### config.mk
export PLATFORM = sky130hd
export DESIGN_NAME = drive_register_access_port
export DESIGN_NICKNAME = d
export VERILOG_FILES = /design/src/drive_register_access_port.v /design/src/drive_unit_regs.v
export VERILOG_INCLUDE_DIRS = /design/src
export SDC_FILE = /design/constraint.sdc
export NUM_CORES = 1
export LEC_CHECK = 0
export ABC_AREA = 1
export BUFFER_PORTS_ARGS = -buffer_cell sky130_fd_sc_hd__buf_4
export CAP_MARGIN = 20
export CORE_MARGIN = 1
export CORE_UTILIZATION = 35
export DETAILED_ROUTE_END_ITERATION = 10
export PLACE_DENSITY_LB_ADDON = 0.3
export SETUP_SLACK_MARGIN = 0.3
export SLEW_MARGIN = 20
export SYNTH_ARGS = -nofsm -noshare
export SYNTH_HDL_FRONTEND = slang
export SYNTH_HIERARCHICAL = 1
export SYNTH_SLANG_ARGS = --single-unit
### constraint.sdc
create_clock -name core_clk -period 2.1 [get_ports core_clk]
set_input_delay 0.21 -clock core_clk [delete_from_list [all_inputs] [get_ports core_clk]]
set_output_delay 0.21 -clock core_clk [all_outputs]
set_load 0.005 [all_outputs]
### src/drive_access_map.vh
`ifndef DRIVE_ACCESS_MAP_VH
`define DRIVE_ACCESS_MAP_VH

// Host instruction word fields (bit n of the word is index n)
`define RS_LSB 0
`define RS_MSB 5
`define RS_INT_BIT 5
`define LR_BIT 6
`define CONTROL_PARITY_ERROR_BIT 8
`define DIS_BIT 9
`define TRA_BIT 10
`define B14_BIT 14
`define DS_LSB 15
`define DS_MSB 17
`define FEP_BIT 18
`define CPA_BIT 19
`define ERD_LSB 20
`define ERD_MSB 35

// Register select codes
`define RS_SEC_CMD 6'h20
`define REG_CS1 5'h00
`define REG_IB 5'h02
`define REG_OB 5'h07

// Interface unit register fields
`define CS1_CMD_MSB 5
`define CS1_READY_BIT 11
`define CS1_RESET 6'h00
`define OB_RESET 16'h0000

// Drive number answered by the attached interface unit (shipped as 7)
`define LOCAL_UNIT 3'h7

// Reset values
`define PREP_RS_RESET 6'h00
`define PREP_DS_RESET 3'h0
`define WORD_RESET 36'h000000000
`define DATA_RESET 16'h0000
`define CNT_RESET 7'h00
`define CNT_ONE 7'h01

// No-response timeout
`define CLK_PERIOD_NS 20
`define NXD_TIME_NS 1500
`define NXD_CYCLES (`NXD_TIME_NS / `CLK_PERIOD_NS)

`endif

### src/drive_register_access_port.v
`include "drive_access_map.vh"
`timescale 1ns/1ns
`default_nettype none

module drive_register_access_port (
  // Clock and reset
  input wire core_clk,
  input wire rst_n,
  // Host instruction port
  input wire host_wr_stb,
  input wire [35:0] host_wr_data,
  input wire host_rd_stb,
  input wire host_err_clear,
  output reg [35:0] host_rd_data_ff,
  output reg host_rd_valid_ff,
  output reg host_busy_ff,
  output reg register_access_error_ff,
  output reg err_irq_ff,
  // External drive control bus
  output reg ext_demand_ff,
  output reg ext_write_ff,
  output reg [4:0] ext_rs_ff,
  output reg [2:0] ext_ds_ff,
  output reg [15:0] ext_dout_ff,
  output reg ext_dout_oe_ff,
  output reg ext_par_out_ff,
  input wire [15:0] ext_din,
  input wire ext_par_in,
  input wire ext_transfer,
  // User side of the attached interface unit
  input wire [15:0] user_data_in,
  output wire [15:0] user_data_out_ff,
  output wire [5:0] command_ff
);

  localparam [1:0] ST_IDLE = 2'b00;
  localparam [1:0] ST_LOCAL = 2'b01;
  localparam [1:0] ST_EXT_WAIT = 2'b10;
  localparam [1:0] ST_EXT_REL = 2'b11;
  localparam integer NXD_FULL = `NXD_CYCLES;
  localparam [6:0] NXD_CNT = NXD_FULL[6:0];

  // Preparation register
  reg [5:0] prep_rs_ff;
  reg [2:0] prep_ds_ff;
  reg prep_lr_ff, prep_dis_ff, prep_b14_ff, prep_fep_ff;

  reg [1:0] state_ff;
  reg [6:0] cnt_ff;
  reg [4:0] tgt_rs_ff;
  reg [15:0] tgt_data_ff;
  reg op_wr_ff, unit_sel_ff, tgt_par_ff;

  // Synchronisers for the external bus inputs
  reg [17:0] ext_meta_ff;
  reg [17:0] ext_sync_ff;
  wire [15:0] ext_din_s;
  wire ext_par_s, tra_s;

  wire [15:0] unit_rdata;
  wire unit_ack, unit_rpar, unit_par_err;

  wire [5:0] w_rs;
  wire [2:0] w_ds;
  wire [15:0] w_data, cap_data;
  wire blocked, wr_take, rd_take;
  wire w_lr, w_fep, w_ext, w_sec;
  wire fin_local, fin_ext, fin_nxd, fin;
  wire cap_par, cap_perr, nxt_rae, nxt_dis;

  // Odd parity bit for a control bus word
  function odd_par;
    input [15:0] d;
    begin
      odd_par = ~(^d);
    end
  endfunction

  // Read result built around the preparation register
  function [35:0] pack_result;
    input control_parity_error;
    input drive_responded;
    input received_parity_bit;
    input [15:0] external_reg_data;
    begin
      pack_result = `WORD_RESET;
      pack_result[`RS_MSB:`RS_LSB] = prep_rs_ff;
      pack_result[`LR_BIT] = prep_lr_ff;
      pack_result[`DS_MSB:`DS_LSB] = prep_ds_ff;
      pack_result[`CONTROL_PARITY_ERROR_BIT] = control_parity_error;
      pack_result[`DIS_BIT] = prep_dis_ff;
      pack_result[`TRA_BIT] = drive_responded;
      pack_result[`CPA_BIT] = received_parity_bit;
      pack_result[`ERD_MSB:`ERD_LSB] = external_reg_data;
    end
  endfunction

  assign ext_din_s = ext_sync_ff[15:0];
  assign ext_par_s = ext_sync_ff[16];
  assign tra_s = ext_sync_ff[17];

  assign blocked = register_access_error_ff & ~prep_dis_ff;
  assign wr_take = (state_ff == ST_IDLE) & host_wr_stb & ~blocked;
  assign rd_take = (state_ff == ST_IDLE) & host_rd_stb & ~host_wr_stb;

  assign w_rs = host_wr_data[`RS_MSB:`RS_LSB];
  assign w_lr = host_wr_data[`LR_BIT];
  assign w_ds = host_wr_data[`DS_MSB:`DS_LSB];
  assign w_data = host_wr_data[`ERD_MSB:`ERD_LSB];
  assign w_fep = host_wr_data[`FEP_BIT];
  assign w_ext = w_lr & ~w_rs[`RS_INT_BIT];
  // Command load through internal code 40
  assign w_sec = w_lr & (w_rs == `RS_SEC_CMD);

  assign fin_local = (state_ff == ST_LOCAL) & unit_ack;
  assign fin_ext = (state_ff == ST_EXT_WAIT) & tra_s;
  assign fin_nxd = (state_ff == ST_EXT_WAIT) & ~tra_s & (cnt_ff == NXD_CNT);
  assign fin = fin_local | fin_ext | fin_nxd;
  assign cap_data = fin_local ? unit_rdata : ext_din_s;
  assign cap_par = fin_local ? unit_rpar : ext_par_s;
  // Read parity check, write parity reported by the unit
  assign cap_perr = op_wr_ff ? (fin_local & unit_par_err) :
                    ((fin_local | fin_ext) & (cap_par != odd_par(cap_data)));

  // Set wins over a clear arriving in the same cycle
  assign nxt_rae = (fin & (fin_nxd | cap_perr)) |
                   (register_access_error_ff & ~host_err_clear);
  assign nxt_dis = wr_take ? host_wr_data[`DIS_BIT] : prep_dis_ff;

  drive_unit_regs u_unit (
    .core_clk(core_clk),
    .rst_n(rst_n),
    .sel(unit_sel_ff),
    .wr(op_wr_ff),
    .rs(tgt_rs_ff),
    .wdata(tgt_data_ff),
    .wpar(tgt_par_ff),
    .ack_ff(unit_ack),
    .rdata_ff(unit_rdata),
    .rpar_ff(unit_rpar),
    .par_err_ff(unit_par_err),
    .user_data_in(user_data_in),
    .user_data_out_ff(user_data_out_ff),
    .command_ff(command_ff)
  );

  always @(posedge core_clk) begin
    if (!rst_n) begin
      ext_meta_ff <= 18'h00000;
      ext_sync_ff <= 18'h00000;
    end else begin
      ext_meta_ff <= {ext_transfer, ext_par_in, ext_din};
      ext_sync_ff <= ext_meta_ff;
    end
  end

  always @(posedge core_clk) begin
    if (!rst_n) begin
      prep_rs_ff <= `PREP_RS_RESET;
      prep_lr_ff <= 1'b0;
      prep_dis_ff <= 1'b0;
      prep_b14_ff <= 1'b0;
      prep_ds_ff <= `PREP_DS_RESET;
      prep_fep_ff <= 1'b0;
      state_ff <= ST_IDLE;
      cnt_ff <= `CNT_RESET;
      op_wr_ff <= 1'b0;
      unit_sel_ff <= 1'b0;
      tgt_rs_ff <= `REG_CS1;
      tgt_data_ff <= `DATA_RESET;
      tgt_par_ff <= 1'b0;
      host_rd_data_ff <= `WORD_RESET;
      host_rd_valid_ff <= 1'b0;
      host_busy_ff <= 1'b0;
      register_access_error_ff <= 1'b0;
      err_irq_ff <= 1'b0;
      ext_demand_ff <= 1'b0;
      ext_write_ff <= 1'b0;
      ext_rs_ff <= `REG_CS1;
      ext_ds_ff <= `PREP_DS_RESET;
      ext_dout_ff <= `DATA_RESET;
      ext_dout_oe_ff <= 1'b0;
      ext_par_out_ff <= 1'b0;
    end else begin
      register_access_error_ff <= nxt_rae;
      // Interrupt gated by the disable flag
      err_irq_ff <= nxt_rae & ~nxt_dis;
      host_rd_valid_ff <= 1'b0;
      unit_sel_ff <= 1'b0;
      case (state_ff)
        ST_IDLE: begin
          if (wr_take) begin
            prep_rs_ff <= w_rs;
            prep_lr_ff <= w_lr;
            prep_dis_ff <= host_wr_data[`DIS_BIT];
            prep_b14_ff <= host_wr_data[`B14_BIT];
            prep_ds_ff <= w_ds;
            prep_fep_ff <= w_fep;
            // Load flag and register select decide whether a write cycle runs
            if (w_ext || w_sec) begin
              op_wr_ff <= 1'b1;
              tgt_rs_ff <= w_sec ? `REG_CS1 : w_rs[4:0];
              tgt_data_ff <= w_data;
              tgt_par_ff <= w_fep ? ~odd_par(w_data) : odd_par(w_data);
              host_busy_ff <= 1'b1;
              cnt_ff <= `CNT_RESET;
              if (w_ds == `LOCAL_UNIT) begin
                unit_sel_ff <= 1'b1;
                state_ff <= ST_LOCAL;
              end else begin
                ext_demand_ff <= 1'b1;
                ext_write_ff <= 1'b1;
                ext_rs_ff <= w_sec ? `REG_CS1 : w_rs[4:0];
                ext_ds_ff <= w_ds;
                ext_dout_ff <= w_data;
                ext_dout_oe_ff <= 1'b1;
                ext_par_out_ff <= w_fep ? ~odd_par(w_data) : odd_par(w_data);
                state_ff <= ST_EXT_WAIT;
              end
            end
          end else if (rd_take) begin
            // Reads use the stored preparation fields
            if (prep_rs_ff[`RS_INT_BIT]) begin
              host_rd_data_ff <= pack_result(1'b0, 1'b0, 1'b0, `DATA_RESET);
              host_rd_valid_ff <= 1'b1;
            end else begin
              op_wr_ff <= 1'b0;
              tgt_rs_ff <= prep_rs_ff[4:0];
              host_busy_ff <= 1'b1;
              cnt_ff <= `CNT_RESET;
              if (prep_ds_ff == `LOCAL_UNIT) begin
                unit_sel_ff <= 1'b1;
                state_ff <= ST_LOCAL;
              end else begin
                ext_demand_ff <= 1'b1;
                ext_write_ff <= 1'b0;
                ext_rs_ff <= prep_rs_ff[4:0];
                ext_ds_ff <= prep_ds_ff;
                ext_dout_oe_ff <= 1'b0;
                state_ff <= ST_EXT_WAIT;
              end
            end
          end
        end
        ST_LOCAL: begin
          if (fin_local) begin
            if (!op_wr_ff) begin
              host_rd_data_ff <= pack_result(cap_perr, 1'b1, cap_par, cap_data);
              host_rd_valid_ff <= 1'b1;
            end
            host_busy_ff <= 1'b0;
            state_ff <= ST_IDLE;
          end
        end
        ST_EXT_WAIT: begin
          cnt_ff <= cnt_ff + `CNT_ONE;
          if (fin_ext || fin_nxd) begin
            if (!op_wr_ff) begin
              host_rd_data_ff <= pack_result(cap_perr, fin_ext, fin_ext & cap_par,
                                             fin_ext ? cap_data : `DATA_RESET);
              host_rd_valid_ff <= 1'b1;
            end
            ext_demand_ff <= 1'b0;
            ext_dout_oe_ff <= 1'b0;
            ext_write_ff <= 1'b0;
            cnt_ff <= `CNT_RESET;
            // A missing drive never raised transfer, so skip the release wait
            if (fin_nxd) begin
              host_busy_ff <= 1'b0;
              state_ff <= ST_IDLE;
            end else begin
              state_ff <= ST_EXT_REL;
            end
          end
        end
        ST_EXT_REL: begin
          cnt_ff <= cnt_ff + `CNT_ONE;
          // Bounded so a stuck transfer line cannot hang the port
          if (!tra_s || cnt_ff == NXD_CNT) begin
            host_busy_ff <= 1'b0;
            state_ff <= ST_IDLE;
          end
        end
        default: begin
          state_ff <= ST_IDLE;
          host_busy_ff <= 1'b0;
        end
      endcase
    end
  end

endmodule

`default_nettype wire

### src/drive_unit_regs.v
`include "drive_access_map.vh"
`timescale 1ns/1ns
`default_nettype none

module drive_unit_regs (
  // Clock and reset
  input wire core_clk,
  input wire rst_n,
  // Register access from the controller
  input wire sel,
  input wire wr,
  input wire [4:0] rs,
  input wire [15:0] wdata,
  input wire wpar,
  output reg ack_ff,
  output reg [15:0] rdata_ff,
  output reg rpar_ff,
  output reg par_err_ff,
  // User side
  input wire [15:0] user_data_in,
  output reg [15:0] user_data_out_ff,
  output reg [5:0] command_ff
);

  reg [15:0] din_meta_ff;
  reg [15:0] din_sync_ff;
  wire wpar_ok;
  reg [15:0] rd_mux;

  // Odd parity expected on the control data lines
  assign wpar_ok = (^wdata) ^ wpar;

  always @* begin
    rd_mux = `DATA_RESET;
    case (rs)
      `REG_CS1: begin
        rd_mux[`CS1_CMD_MSB:0] = command_ff;
        rd_mux[`CS1_READY_BIT] = 1'b1;
      end
      `REG_IB: rd_mux = din_sync_ff;
      default: rd_mux = `DATA_RESET;
    endcase
  end

  always @(posedge core_clk) begin
    if (!rst_n) begin
      din_meta_ff <= `DATA_RESET;
      din_sync_ff <= `DATA_RESET;
      ack_ff <= 1'b0;
      rdata_ff <= `DATA_RESET;
      rpar_ff <= 1'b1;
      par_err_ff <= 1'b0;
      user_data_out_ff <= `OB_RESET;
      command_ff <= `CS1_RESET;
    end else begin
      din_meta_ff <= user_data_in;
      din_sync_ff <= din_meta_ff;
      ack_ff <= sel;
      if (sel) begin
        par_err_ff <= wr & ~wpar_ok;
        rdata_ff <= rd_mux;
        rpar_ff <= ~(^rd_mux);
        // Corrupted words are dropped, not stored
        if (wr && wpar_ok) begin
          case (rs)
            `REG_CS1: command_ff <= wdata[`CS1_CMD_MSB:0];
            `REG_OB: user_data_out_ff <= wdata;
            default: command_ff <= command_ff;
          endcase
        end
      end
    end
  end

endmodule

`default_nettype wire

==> flow_metrics.env, run 1 <==
export IMPL_cts_sinks=214
export IMPL_relSlewSlack_pct=54.62
export IMPL_drv_cap=0
export IMPL_finalHoldViolCount=0
export IMPL_finalPower_w=0.01342
export IMPL_avgRoutedWirePerCell_microns=14.17
export IMPL_clock_latency_ps=530
export IMPL_outcome="complete, but fails checks"
export IMPL_cp_start_kind="flip-flop"
export IMPL_min_period_over_period_pct=100.0
export IMPL_min_period_ps=2100
export IMPL_floorplan_initialDensity_pct=35.56
export IMPL_syn_area_sq_um=9529
export IMPL_reg2reg_from="state_ff[1]"
export IMPL_vias=9243
export IMPL_async_flop_share_pct=0
export IMPL_skew_ps=13.86
export IMPL_cts_buffers_inserted=25
export IMPL_area_growth_pct=52.90
export IMPL_port_buffers=150
export IMPL_antenna_left=0
export IMPL_dp_worst_setup_slack_ps=-37.44
export IMPL_timing_hold_ws_ps=82.56
export IMPL_syn_inst=1335
export IMPL_drt_total_wl_mm=28.17
export IMPL_endpoint_kind="flip-flop"
export IMPL_met3_usage_pct=2.709
export IMPL_grt_pass1_vias=8318
export IMPL_yosysWarnings=6
export IMPL_drtIter0Drc=471
export IMPL_diodes=0
export IMPL_max_stage_delay_ps=320
export IMPL_die_w_microns=167.0
export IMPL_viasPerCell=4.649
export IMPL_crit_required_ps=2510
export IMPL_setup_viol_count_final=1
export IMPL_cp_top_family="simple AND/OR/NAND/NOR gates"
export IMPL_ys_ff_latch=214
export IMPL_leakage_nw=7.076
export IMPL_p_seq_share_pct=35.4
export IMPL_grt_overflow=0
export IMPL_track_usage_pct=18.01
export IMPL_dp_hpwl_mm=17.34
export IMPL_cp_arrival_ps=2510
export IMPL_maxSlewViolCount=0
export IMPL_p_clk_share_pct=33.8
export IMPL_drt_pass1_iterations=5
export IMPL_finalSetupTns_ps=-0.3466
export IMPL_htreeDepth=1
export IMPL_grt_max_degree=79
export IMPL_p_sw_share_pct=31.34
export IMPL_nets=1711
export IMPL_violations="setup timing"
export IMPL_ir_drop_mv=0.6538
export IMPL_ys_seq_area_share_pct=44.96
export IMPL_hp_start="host_wr_data[2]"
export IMPL_busiest_layer="met2"
export IMPL_p_int_w=0.009212
export IMPL_use_met2_pct=29.82
export IMPL_max_clock_path_buffers=3
export IMPL_layout_setup_ws_ps=-0.3466
export IMPL_use_met1_pct=24.24
export IMPL_crit_buf_inv=3
export IMPL_die_y_microns=167.0
export IMPL_gp_congestion=0.8244
export IMPL_pwr_share_comb_pct=30.8
export IMPL_antenna_found_initial=0
export IMPL_crit_fanout=8
export IMPL_die_area_sq_um=27890
export IMPL_drive_above_1_share_pct=37.40
export IMPL_synth_edf_count=0
export IMPL_critPathKind="flip-flop to flip-flop"
export IMPL_worstMarginPinSlew_ps=680.7
export IMPL_core_area_sq_um=26800
export IMPL_fmax_mhz=476.1
export IMPL_path_clk_slew_ps=60
export IMPL_hold_class="input pin to flip-flop"
export IMPL_tritoncts="yes"
export IMPL_worst_path_most_repeated_cell="nand2_1"
export IMPL_root_buffer="clkbuf_16"
export IMPL_p_per_area_nw_per_um2=920.8
export IMPL_critPathSlowestCell="dfxtp_2"
export IMPL_rsz0062_at_grt="yes"
export IMPL_synth_avg_cell_area_sq_um=7.138
export IMPL_synth_cell_types=50
export IMPL_cp_cell_sequence="inv_2, ha_4, nand2_8, buf_12, nand2_1, o21ai_4, inv_2, nand2_1, nand2_1, nand2_1, nand2_1, nand3_2, nand2_1, nand2_2, nand3_2, nand3_2, nand2_2, nor2_1"
export IMPL_drc=0
export IMPL_p_sw_w=0.004205
export IMPL_grt_pass1_wl_mm=41.05
export IMPL_ios=165
export IMPL_rows=60
export IMPL_critPathLaunch="state_ff[1]"
export IMPL_synthFlopType="dfxtp_1"
per-stage QoR:
stage / util (%) / area [sq um] / cells
2_1_floorplan: - / 9560 / 1340
3_3_place_gp: 41.64 / 11160 / 1821
3_5_place_dp: 41.64 / 11160 / 1821
4_1_cts: 48.45 / 12990 / 1942
5_1_grt: 54.37 / 14570 / 1988
6_report: 54.37 / 14570 / 1988
layout by cell type (no fill, tap or decap), drive strengths merged, types with 4 or more instances in the layout:
cell type    count
nor3b            4
dlygate4sd3     56
dfxtp          214
inv            212
ha               6
a21oi           74
clkinv           6
o21ai           65
conb             6
nand2          414
nor3             8
clkbuf          41
nor2           141
xnor2           18
o211ai           5
buf            253
nand4           16
xor2            11
nand3           74
a31oi            4
what timing repair did:
action / CTS / global route
hold buffers: 56 / 0
cloned: 5 / 12
pin swaps: 12 / 69
buffers inserted: 16 / 34
setup endpoints to repair: 90 / 113
hold endpoints to repair: 74 / 0
gates resized for setup: 58 / 311
cell type report:
| class | count | area [sq um] |
|---|---|---|
| Multi-Input combinational cell | 859 | 5162 |
| Sequential cell | 214 | 4334 |
| Timing Repair Buffer | 319 | 2950 |
| Tap cell | 341 | 426.7 |
| Inverter | 211 | 824.5 |
| Clock buffer | 32 | 721.9 |
| Fill cell | 2353 | 12230 |
| Clock inverter | 12 | 150.1 |
final timing paths:
check                           slack, ps  depth (start not counted)               to
worst max-delay path                 -0.3                         18       err_irq_ff
worst min-delay path                   80                          5    prep_rs_ff[2]
worst max register to register       -0.3                         18       err_irq_ff
worst min register to register        410                          2  ext_sync_ff[17]
power groups by stage:
stage                     Sequential (W)  Combinational (W)  Clock [W]
after global placement           0.00477            0.00253          0
after CTS                        0.00470            0.00311    0.00460
final                            0.00475            0.00413    0.00453
after global routing             0.00480            0.00446    0.00482
after floorplan                  0.00472            0.00160          0
after detailed placement         0.00477            0.00258          0
cells by family after synthesis:
logic type / count (synthesis) / share of synthesized area [%]
buffers and inverters: 270 / 12.07
other: 1 / 0.03935
AOI/OAI and AO/OA: 156 / 9.716
and+or+nand+nor: 658 / 29.66
xor gates and xnor gates: 29 / 2.665
adders and majority gates: 6 / 0.7878
muxes: 1 / 0.1050
DFF: 214 / 44.96
layer usage:
layer | up-vias | share of wire, %
met3 | 38 | 4.6
met5 | - | 0
met4 | 0 | 1.9
met2 | 210 | 48
li1 | 4685 | -
met1 | 4310 | 46
state kept, by name, summed over array words and instances (netlist names), 2 cells and up:
register and cells:
prep_ds_ff 3, host_rd_data_ff 30, ext_rs_ff 5, prep_rs_ff 6, u_unit/user_data_out_ff 16, u_unit/din_sync_ff 16, ext_meta_ff 18, tgt_rs_ff 5
tgt_data_ff 16, ext_ds_ff 3, u_unit/command_ff 6, cnt_ff 7, state_ff 2, ext_dout_ff 16, ext_sync_ff 18, u_unit/din_meta_ff 16
u_unit/rdata_ff 16
synth_stat cells (6+ instances only):
cell / count / area [sq um]
xor2_1: 11 / 96.34
inv_2: 13 / 48.80
buf_2: 11 / 55.05
o21ai_0: 55 / 275.3
dfxtp_1: 214 / 4284
o21ai_2: 8 / 70.07
nand4_1: 12 / 75.07
nand2_1: 394 / 1479
nand3_1: 72 / 360.4
ha_1: 6 / 75.07
xnor2_1: 18 / 157.7
inv_1: 196 / 735.7
clkbuf_1: 23 / 86.33
buf_4: 11 / 82.58
a21oi_1: 62 / 310.3
nand2_2: 18 / 112.6
nor2_1: 131 / 491.7
buf_6: 7 / 78.83
a21oi_2: 12 / 105.1
worst register-to-register path, stage by stage, from the launching register on:
cell and delay (ps):
dfxtp_2 320, inv_2 80, ha_4 260, nand2_8 100, buf_12 160, nand2_1 100
o21ai_4 80, inv_2 60, nand2_1 40, nand2_1 80, nand2_1 60, nand2_1 80
nand3_2 110, nand2_1 110, nand2_2 60, nand3_2 70, nand3_2 100, nand2_2 80
nor2_1 40
No activity file was read; power rests on OpenSTA's default activity.
==> inputs of run 2 (changes only) <==
--- a/config.mk
+++ b/config.mk
@@ -10,7 +10,7 @@
 export BUFFER_PORTS_ARGS = -buffer_cell sky130_fd_sc_hd__buf_4
 export CAP_MARGIN = 20
 export CORE_MARGIN = 1
-export CORE_UTILIZATION = 35
+export CORE_UTILIZATION = 45
 export DETAILED_ROUTE_END_ITERATION = 10
 export PLACE_DENSITY_LB_ADDON = 0.3
 export SETUP_SLACK_MARGIN = 0.3
==> run 2 against run 1 <==
  * The flow still finishes with violations (setup timing)
  * Worst hold slack worse by 26 ps
  * First-iteration DRC count is 21% higher
  * Sequential share of layout area is 0.26 points lower
  * Via count is 2.9% higher
  * Worst setup slack worse by 17 ps
  * Clock skew is 5.8 ps higher
  * Maximum frequency is 0.81% lower
  * Critical path depth is 2 lower
  * Utilization is 17 points higher
  * Largest power group unchanged
==> flow_metrics.env, run 2 (synthesis gave the netlist of run 1 again) <==
export IMPL_setup_viol_count_final=9
export IMPL_cp_start_kind="flip-flop"
export IMPL_hold_class="input pin to flip-flop"
export IMPL_grt_pass1_vias=8773
export IMPL_layout_commonest_cell="nand2_1"
export IMPL_finalHoldViolCount=0
export IMPL_multi_input_area_sq_um=5311
export IMPL_cts_buffers_inserted=23
export IMPL_largest_reg_flops=30
export IMPL_rrSetupSlack_ps=-20
export IMPL_timing_rr_end="host_rd_data_ff[8]"
export IMPL_rows=52
export IMPL_core_area_sq_um=20490
export IMPL_ir_drop_mv=0.6648
export IMPL_gp_congestion=0.8829
export IMPL_layoutNonFillerInstCount=1935
export IMPL_endpoint_kind="flip-flop"
export IMPL_holdPathStages=5
export IMPL_viasPerCell=4.917
export IMPL_avgRoutedWirePerCell_microns=14.90
export IMPL_final_seq_area_sq_um=4338
export IMPL_track_usage_pct=22.91
export IMPL_reg2reg_from="state_ff[1]"
export IMPL_grt_max_degree=97
export IMPL_worstMarginPinSlew_ps=713.9
export IMPL_area_growth_pct=54.36
export IMPL_cts_sinks=214
export IMPL_reg_largest_list="host_rd_data_ff: 30 flops, ext_meta_ff: 18 flops, ext_sync_ff: 18 flops"
export IMPL_drt_total_wl_mm=28.84
export IMPL_htreeDepth=1
export IMPL_crit_fanout=8
export IMPL_cp_arrival_ps=2570
export IMPL_leakage_nw=7.136
export IMPL_drv_cap=0
export IMPL_root_buffer="clkbuf_16"
export IMPL_vias=9515
export IMPL_reg2reg_depth=16
export IMPL_timing_hold_ws_ps=56.26
export IMPL_drc=0
export IMPL_dpl_cell_count=1750
export IMPL_maxSlewViolCount=0
export IMPL_die_area_sq_um=21760
export IMPL_antenna_left=0
export IMPL_ios=165
export IMPL_critPathKind="flip-flop to flip-flop"
export IMPL_skew_ps=19.70
export IMPL_hp_start="host_wr_data[2]"
export IMPL_min_period_over_period_pct=100.8
export IMPL_max_clock_path_buffers=3
export IMPL_path_clk_slew_ps=60
export IMPL_rsz0062_at_grt="yes"
export IMPL_most_common_layout_cells="nand2_1, buf_4, dfxtp_1, inv_1, nand2_2"
export IMPL_crit_required_ps=2550
export IMPL_drive_above_1_share_pct=40.06
export IMPL_clock_latency_ps=520
export IMPL_nets=1730
export IMPL_outcome="complete, but fails checks"
export IMPL_grt_overflow=0
export IMPL_violations="setup timing"
export IMPL_antenna_found_initial=0
export IMPL_drt_pass1_iterations=5
export IMPL_dp_worst_setup_slack_ps=-54.21
export IMPL_fillCellCount=1431
export IMPL_post_route_util_pct=71.77
export IMPL_layout_setup_ws_ps=-17.50
export IMPL_relSlewSlack_pct=52.34
export IMPL_dp_hpwl_mm=16.21
export IMPL_grt_pass1_wl_mm=40.94
export IMPL_die_y_microns=147.5
export IMPL_port_buffers=150
export IMPL_floorplan_initialDensity_pct=46.50
export IMPL_tritoncts="yes"
export IMPL_p_per_area_nw_per_um2=893.8
export IMPL_die_w_microns=147.5
export IMPL_diodes=0
export IMPL_fmax_mhz=472.3
export IMPL_drtIter0Drc=570
export IMPL_hold_end="prep_rs_ff[2]"
export IMPL_fin_area_sq_um=14710
export IMPL_top_register="host_rd_data_ff"
export IMPL_dpl_cell_area_sq_um=11100
export IMPL_min_period_ps=2117
-- run 2: cell count changes in the layout (fill, tap and decap cells not counted), sizes merged --
cell    previous run  this run
bufinv             3         2
buf              253       277
clkinv             6         3
bufbuf             1         0
nand2            414       417
clkbuf            41        40
nor2             141       140
inv              212       210
-- run 2: worst max path at each step --
stage,start,end,slack [ps],cells after the start
final,state_ff[1],host_rd_data_ff[8],-20,16
after global routing,state_ff[0],host_rd_data_ff[8],-160,17
after detailed placement,state_ff[0],err_irq_ff,-50,17
after global placement,state_ff[0],err_irq_ff,20,17
after CTS,state_ff[1],err_irq_ff,100,18
after floorplan,state_ff[1],err_irq_ff,230,18
-- run 2: layout make-up --
cell class              count  area share (%)
clock buffers              35           4.627
clock inverters             6          0.5869
inverters                 211           5.665
multi-input cells         861           36.11
flip-flops and latches    214           29.49
well taps                 270           2.297
repair buffers            338           21.22
-- run 2: timing repair --
action | 4_1_cts | 5_1_grt
setup endpoints to repair | 84 | 114
cloned | 8 | 10
hold buffers | 55 | 1
endpoints found under the hold margin | 70 | 1
pin swaps | 37 | 90
gates resized for setup | 94 | 347
buffers inserted | 32 | 38
-- run 2: worst max-delay path, stage by stage (launching register included) --
cell and delay, ps:
dfxtp_2 330, inv_4 70, buf_6 100, ha_4 170
nand2_4 60, nor2_4 90, inv_2 80, nor2_4 120
nor2_2 60, nor3_2 200, inv_2 80, nor2_8 150
buf_8 170, nand2_4 70, nor2_2 110, nand2_1 80
a21oi_2 120
-- run 2: per-layer routing --
metal  global-route usage, %  vias to the layer above  routed length (microns)
met4                   8.299                        0                      996
met3                   3.395                       85                     1253
li1                        -                     4739                        -
met2                   40.17                      279                    14630
met5                       0                        -                        0
met1                   28.45                     4412                    11960
-- run 2: power breakdown --
group          internal, W  leakage [nW]  switching (W)
clock network      0.00248         0.374        0.00166
logic              0.00200          5.00        0.00221
registers          0.00445          1.76       0.000345
total              0.00893          7.14        0.00422
-- run 2: stage by stage --
step / power (W) / setup TNS (ps)
finish: 0.01315 / -54.93
global route: 0.01369 / -2805
CTS: 0.01199 / 0
detailed placement: 0.007314 / -154.1
global placement: 0.007264 / 0
floorplan: 0.006323 / 0
==> inputs of run 3 (changes only) <==
--- a/config.mk
+++ b/config.mk
@@ -9,8 +9,10 @@
 export ABC_AREA = 1
 export BUFFER_PORTS_ARGS = -buffer_cell sky130_fd_sc_hd__buf_4
 export CAP_MARGIN = 20
+export CELL_PAD_IN_SITES_DETAIL_PLACEMENT = 0
+export CELL_PAD_IN_SITES_GLOBAL_PLACEMENT = 1
 export CORE_MARGIN = 1
-export CORE_UTILIZATION = 45
+export CORE_UTILIZATION = 40
 export DETAILED_ROUTE_END_ITERATION = 10
 export PLACE_DENSITY_LB_ADDON = 0.3
 export SETUP_SLACK_MARGIN = 0.3
==> run 3 against run 2 <==
  * The run ends with DRC, setup timing left
  * Worst setup slack lost 7.3 ps
  * Register-to-register slack about the same
  * Global-route usage fell by 3.0 points
  * Clock power increased by 5%
  * Routed wire length decreased by 10%
  * Flip-flop and latch count unchanged
  * Worst hold slack better by 28 ps
  * Cell count grew 0.78%
  * Via count decreased by 5.5%
  * Cell area down 5.7%
  * Critical path depth is the same
  * Non-clock buffer count fell by 39
  * Critical path type unchanged
  * Largest power group unchanged
  * Highest routed layer unchanged
==> flow_metrics.env, run 3 (synthesis gave the netlist of run 1 again) <==
export IMPL_dp_hpwl_mm=16.42
export IMPL_cp_arrival_ps=2570
export IMPL_track_usage_pct=19.92
export IMPL_die_w_microns=156.3
export IMPL_layoutNonFillerInstCount=1950
export IMPL_outcome="complete, but fails checks"
export IMPL_largest_reg_flops=30
export IMPL_skew_ps=13.73
export IMPL_endpoint_kind="flip-flop"
export IMPL_antenna_found_initial=0
export IMPL_rows=56
export IMPL_crit_fanout=8
export IMPL_cts_sinks=214
export IMPL_timing_rr_end="host_rd_data_ff[8]"
export IMPL_hold_end="prep_rs_ff[0]"
export IMPL_core_area_sq_um=23400
export IMPL_reg2reg_from="state_ff[0]"
export IMPL_layout_commonest_cell="nand2_1"
export IMPL_viasPerCell=4.611
export IMPL_layout_setup_ws_ps=-24.84
export IMPL_reg2reg_depth=16
export IMPL_critPathKind="flip-flop to flip-flop"
export IMPL_drt_pass1_iterations=9
export IMPL_leakage_nw=6.757
export IMPL_fillCellCount=2222
export IMPL_violations="DRC, setup timing"
export IMPL_min_period_over_period_pct=101.2
export IMPL_max_clock_path_buffers=3
export IMPL_setup_viol_count_final=2
export IMPL_grt_pass1_wl_mm=39.41
export IMPL_diodes=0
export IMPL_finalPower_w=0.01307
export IMPL_maxSlewViolCount=0
export IMPL_tritoncts="yes"
export IMPL_hold_class="input pin to flip-flop"
export IMPL_crit_required_ps=2550
export IMPL_reg_largest_list="host_rd_data_ff: 30 flops, ext_meta_ff: 18 flops, ext_sync_ff: 18 flops"
export IMPL_die_area_sq_um=24440
export IMPL_crit_buf_inv=3
export IMPL_drc=1
export IMPL_area_growth_pct=45.54
export IMPL_top_register="host_rd_data_ff"
export IMPL_antenna_left=0
export IMPL_grt_overflow=0
export IMPL_vias=8991
export IMPL_min_period_ps=2125
export IMPL_drv_cap=0
export IMPL_hp_start="host_wr_data[0]"
export IMPL_drive_above_1_share_pct=30.84
export IMPL_dp_worst_setup_slack_ps=-66.07
export IMPL_drt_total_wl_mm=25.97
export IMPL_most_common_layout_cells="nand2_1, buf_4, dfxtp_1, inv_1, nor2_1"
export IMPL_die_y_microns=156.3
export IMPL_fmax_mhz=470.6
export IMPL_htreeDepth=1
export IMPL_cp_start_kind="flip-flop"
export IMPL_worstMarginPinSlew_ps=671.1
export IMPL_grt_pass1_vias=8176
export IMPL_grt_max_degree=100
export IMPL_rsz0062_at_grt="yes"
export IMPL_path_clk_slew_ps=60
export IMPL_floorplan_initialDensity_pct=40.72
export IMPL_ir_drop_mv=0.5233
export IMPL_rrSetupSlack_ps=-20
export IMPL_worst_path_most_repeated_cell="nand2_2"
export IMPL_p_per_area_nw_per_um2=942.3
export IMPL_gp_congestion=0.8168
export IMPL_avgRoutedWirePerCell_microns=13.32
export IMPL_nets=1695
export IMPL_cts_buffers_inserted=25
export IMPL_finalHoldViolCount=0
export IMPL_cp_top_family="simple AND/OR/NAND/NOR gates"
export IMPL_max_stage_delay_ps=370
export IMPL_post_route_util_pct=59.26
export IMPL_relSlewSlack_pct=54.93
export IMPL_critPathSlowestCell="dfxtp_2"
export IMPL_cp_cell_sequence="ha_4, buf_12, nand2_8, o21ai_4, nand3_2, nand2_2, inv_2, nand2_2, nand3_2, nand2_2, inv_2, nand2_2, nand3_2, nand2_1, nand2_1, a21oi_2"
export IMPL_crit_cells=16
export IMPL_ios=165
export IMPL_holdPathStages=5
export IMPL_root_buffer="clkbuf_16"
export IMPL_port_buffers=150
export IMPL_dpl_cell_count=1799
export IMPL_drtIter0Drc=403
export IMPL_timing_hold_ws_ps=84.45
export IMPL_clock_latency_ps=510
run 3: changes by cell type in the layout (fill, tap and decap cells not counted), sizes merged:
cell    delta
buf       -38
clkinv     +3
nand4      +3
clkbuf     -2
bufinv     +1
nand2      -1
run 3: worst max path at each step:
stage	startpoint	end	slack, ps
detailed placement	state_ff[1]	err_irq_ff	-70
CTS	state_ff[1]	err_irq_ff	80
global route	state_ff[0]	host_rd_data_ff[8]	-150
finish	state_ff[0]	host_rd_data_ff[8]	-20
floorplan	state_ff[1]	err_irq_ff	230
global placement	state_ff[1]	err_irq_ff	-20
run 3: through the flow:
step	TNS, ps	area, sq um
3_3_place_gp	-31.48	11130
4_1_cts	0	13040
3_5_place_dp	-136.4	11130
6_report	-31.35	13870
5_1_grt	-1663	13870
2_1_floorplan	0	9560
run 3: per-layer routing:
metal / vias up / track usage [%] / share of wire [%] / routed length (microns)
li1: 4660 / - / - / -
met5: - / 0 / 0 / 0
met3: 37 / 3.185 / 4.3 / 1128
met2: 185 / 34.40 / 48 / 12520
met4: 0 / 4.435 / 1.8 / 455
met1: 4109 / 25.97 / 46 / 11870
run 3: area by class of cell:
type / count / area [sq um] / area share (%)
multi-input combinational: 863 / 4808 / 34.67
timing repair buffer: 299 / 2700 / 19.47
sequential: 214 / 4334 / 31.25
clock buffer: 34 / 679.4 / 4.899
inverter: 211 / 815.8 / 5.882
tap: 319 / 399.1 / 2.878
clock inverter: 10 / 131.4 / 0.9473
run 3: repair_timing:
action                                  in CTS  in global routing
pin swaps                                    8                 45
setup buffers                               22                 15
endpoints found under the setup margin     104                117
hold buffers                                56                  0
endpoints found under the hold margin       65                  0
gates resized for setup                     63                160
cloned                                       5                  9
run 3: worst reg2reg max path, stage by stage (launching register included):
cell and delay (ps):
dfxtp_2 370, ha_4 260, buf_12 150, nand2_8 120
o21ai_4 200, nand3_2 90, nand2_2 110, inv_2 60
nand2_2 60, nand3_2 60, nand2_2 110, inv_2 40
nand2_2 60, nand3_2 90, nand2_1 100, nand2_1 70
a21oi_2 120
run 3: power breakdown:
group	internal [W]	switching [W]
registers	0.00445	0.000296
clock network	0.00263	0.00169
logic	0.00189	0.00212
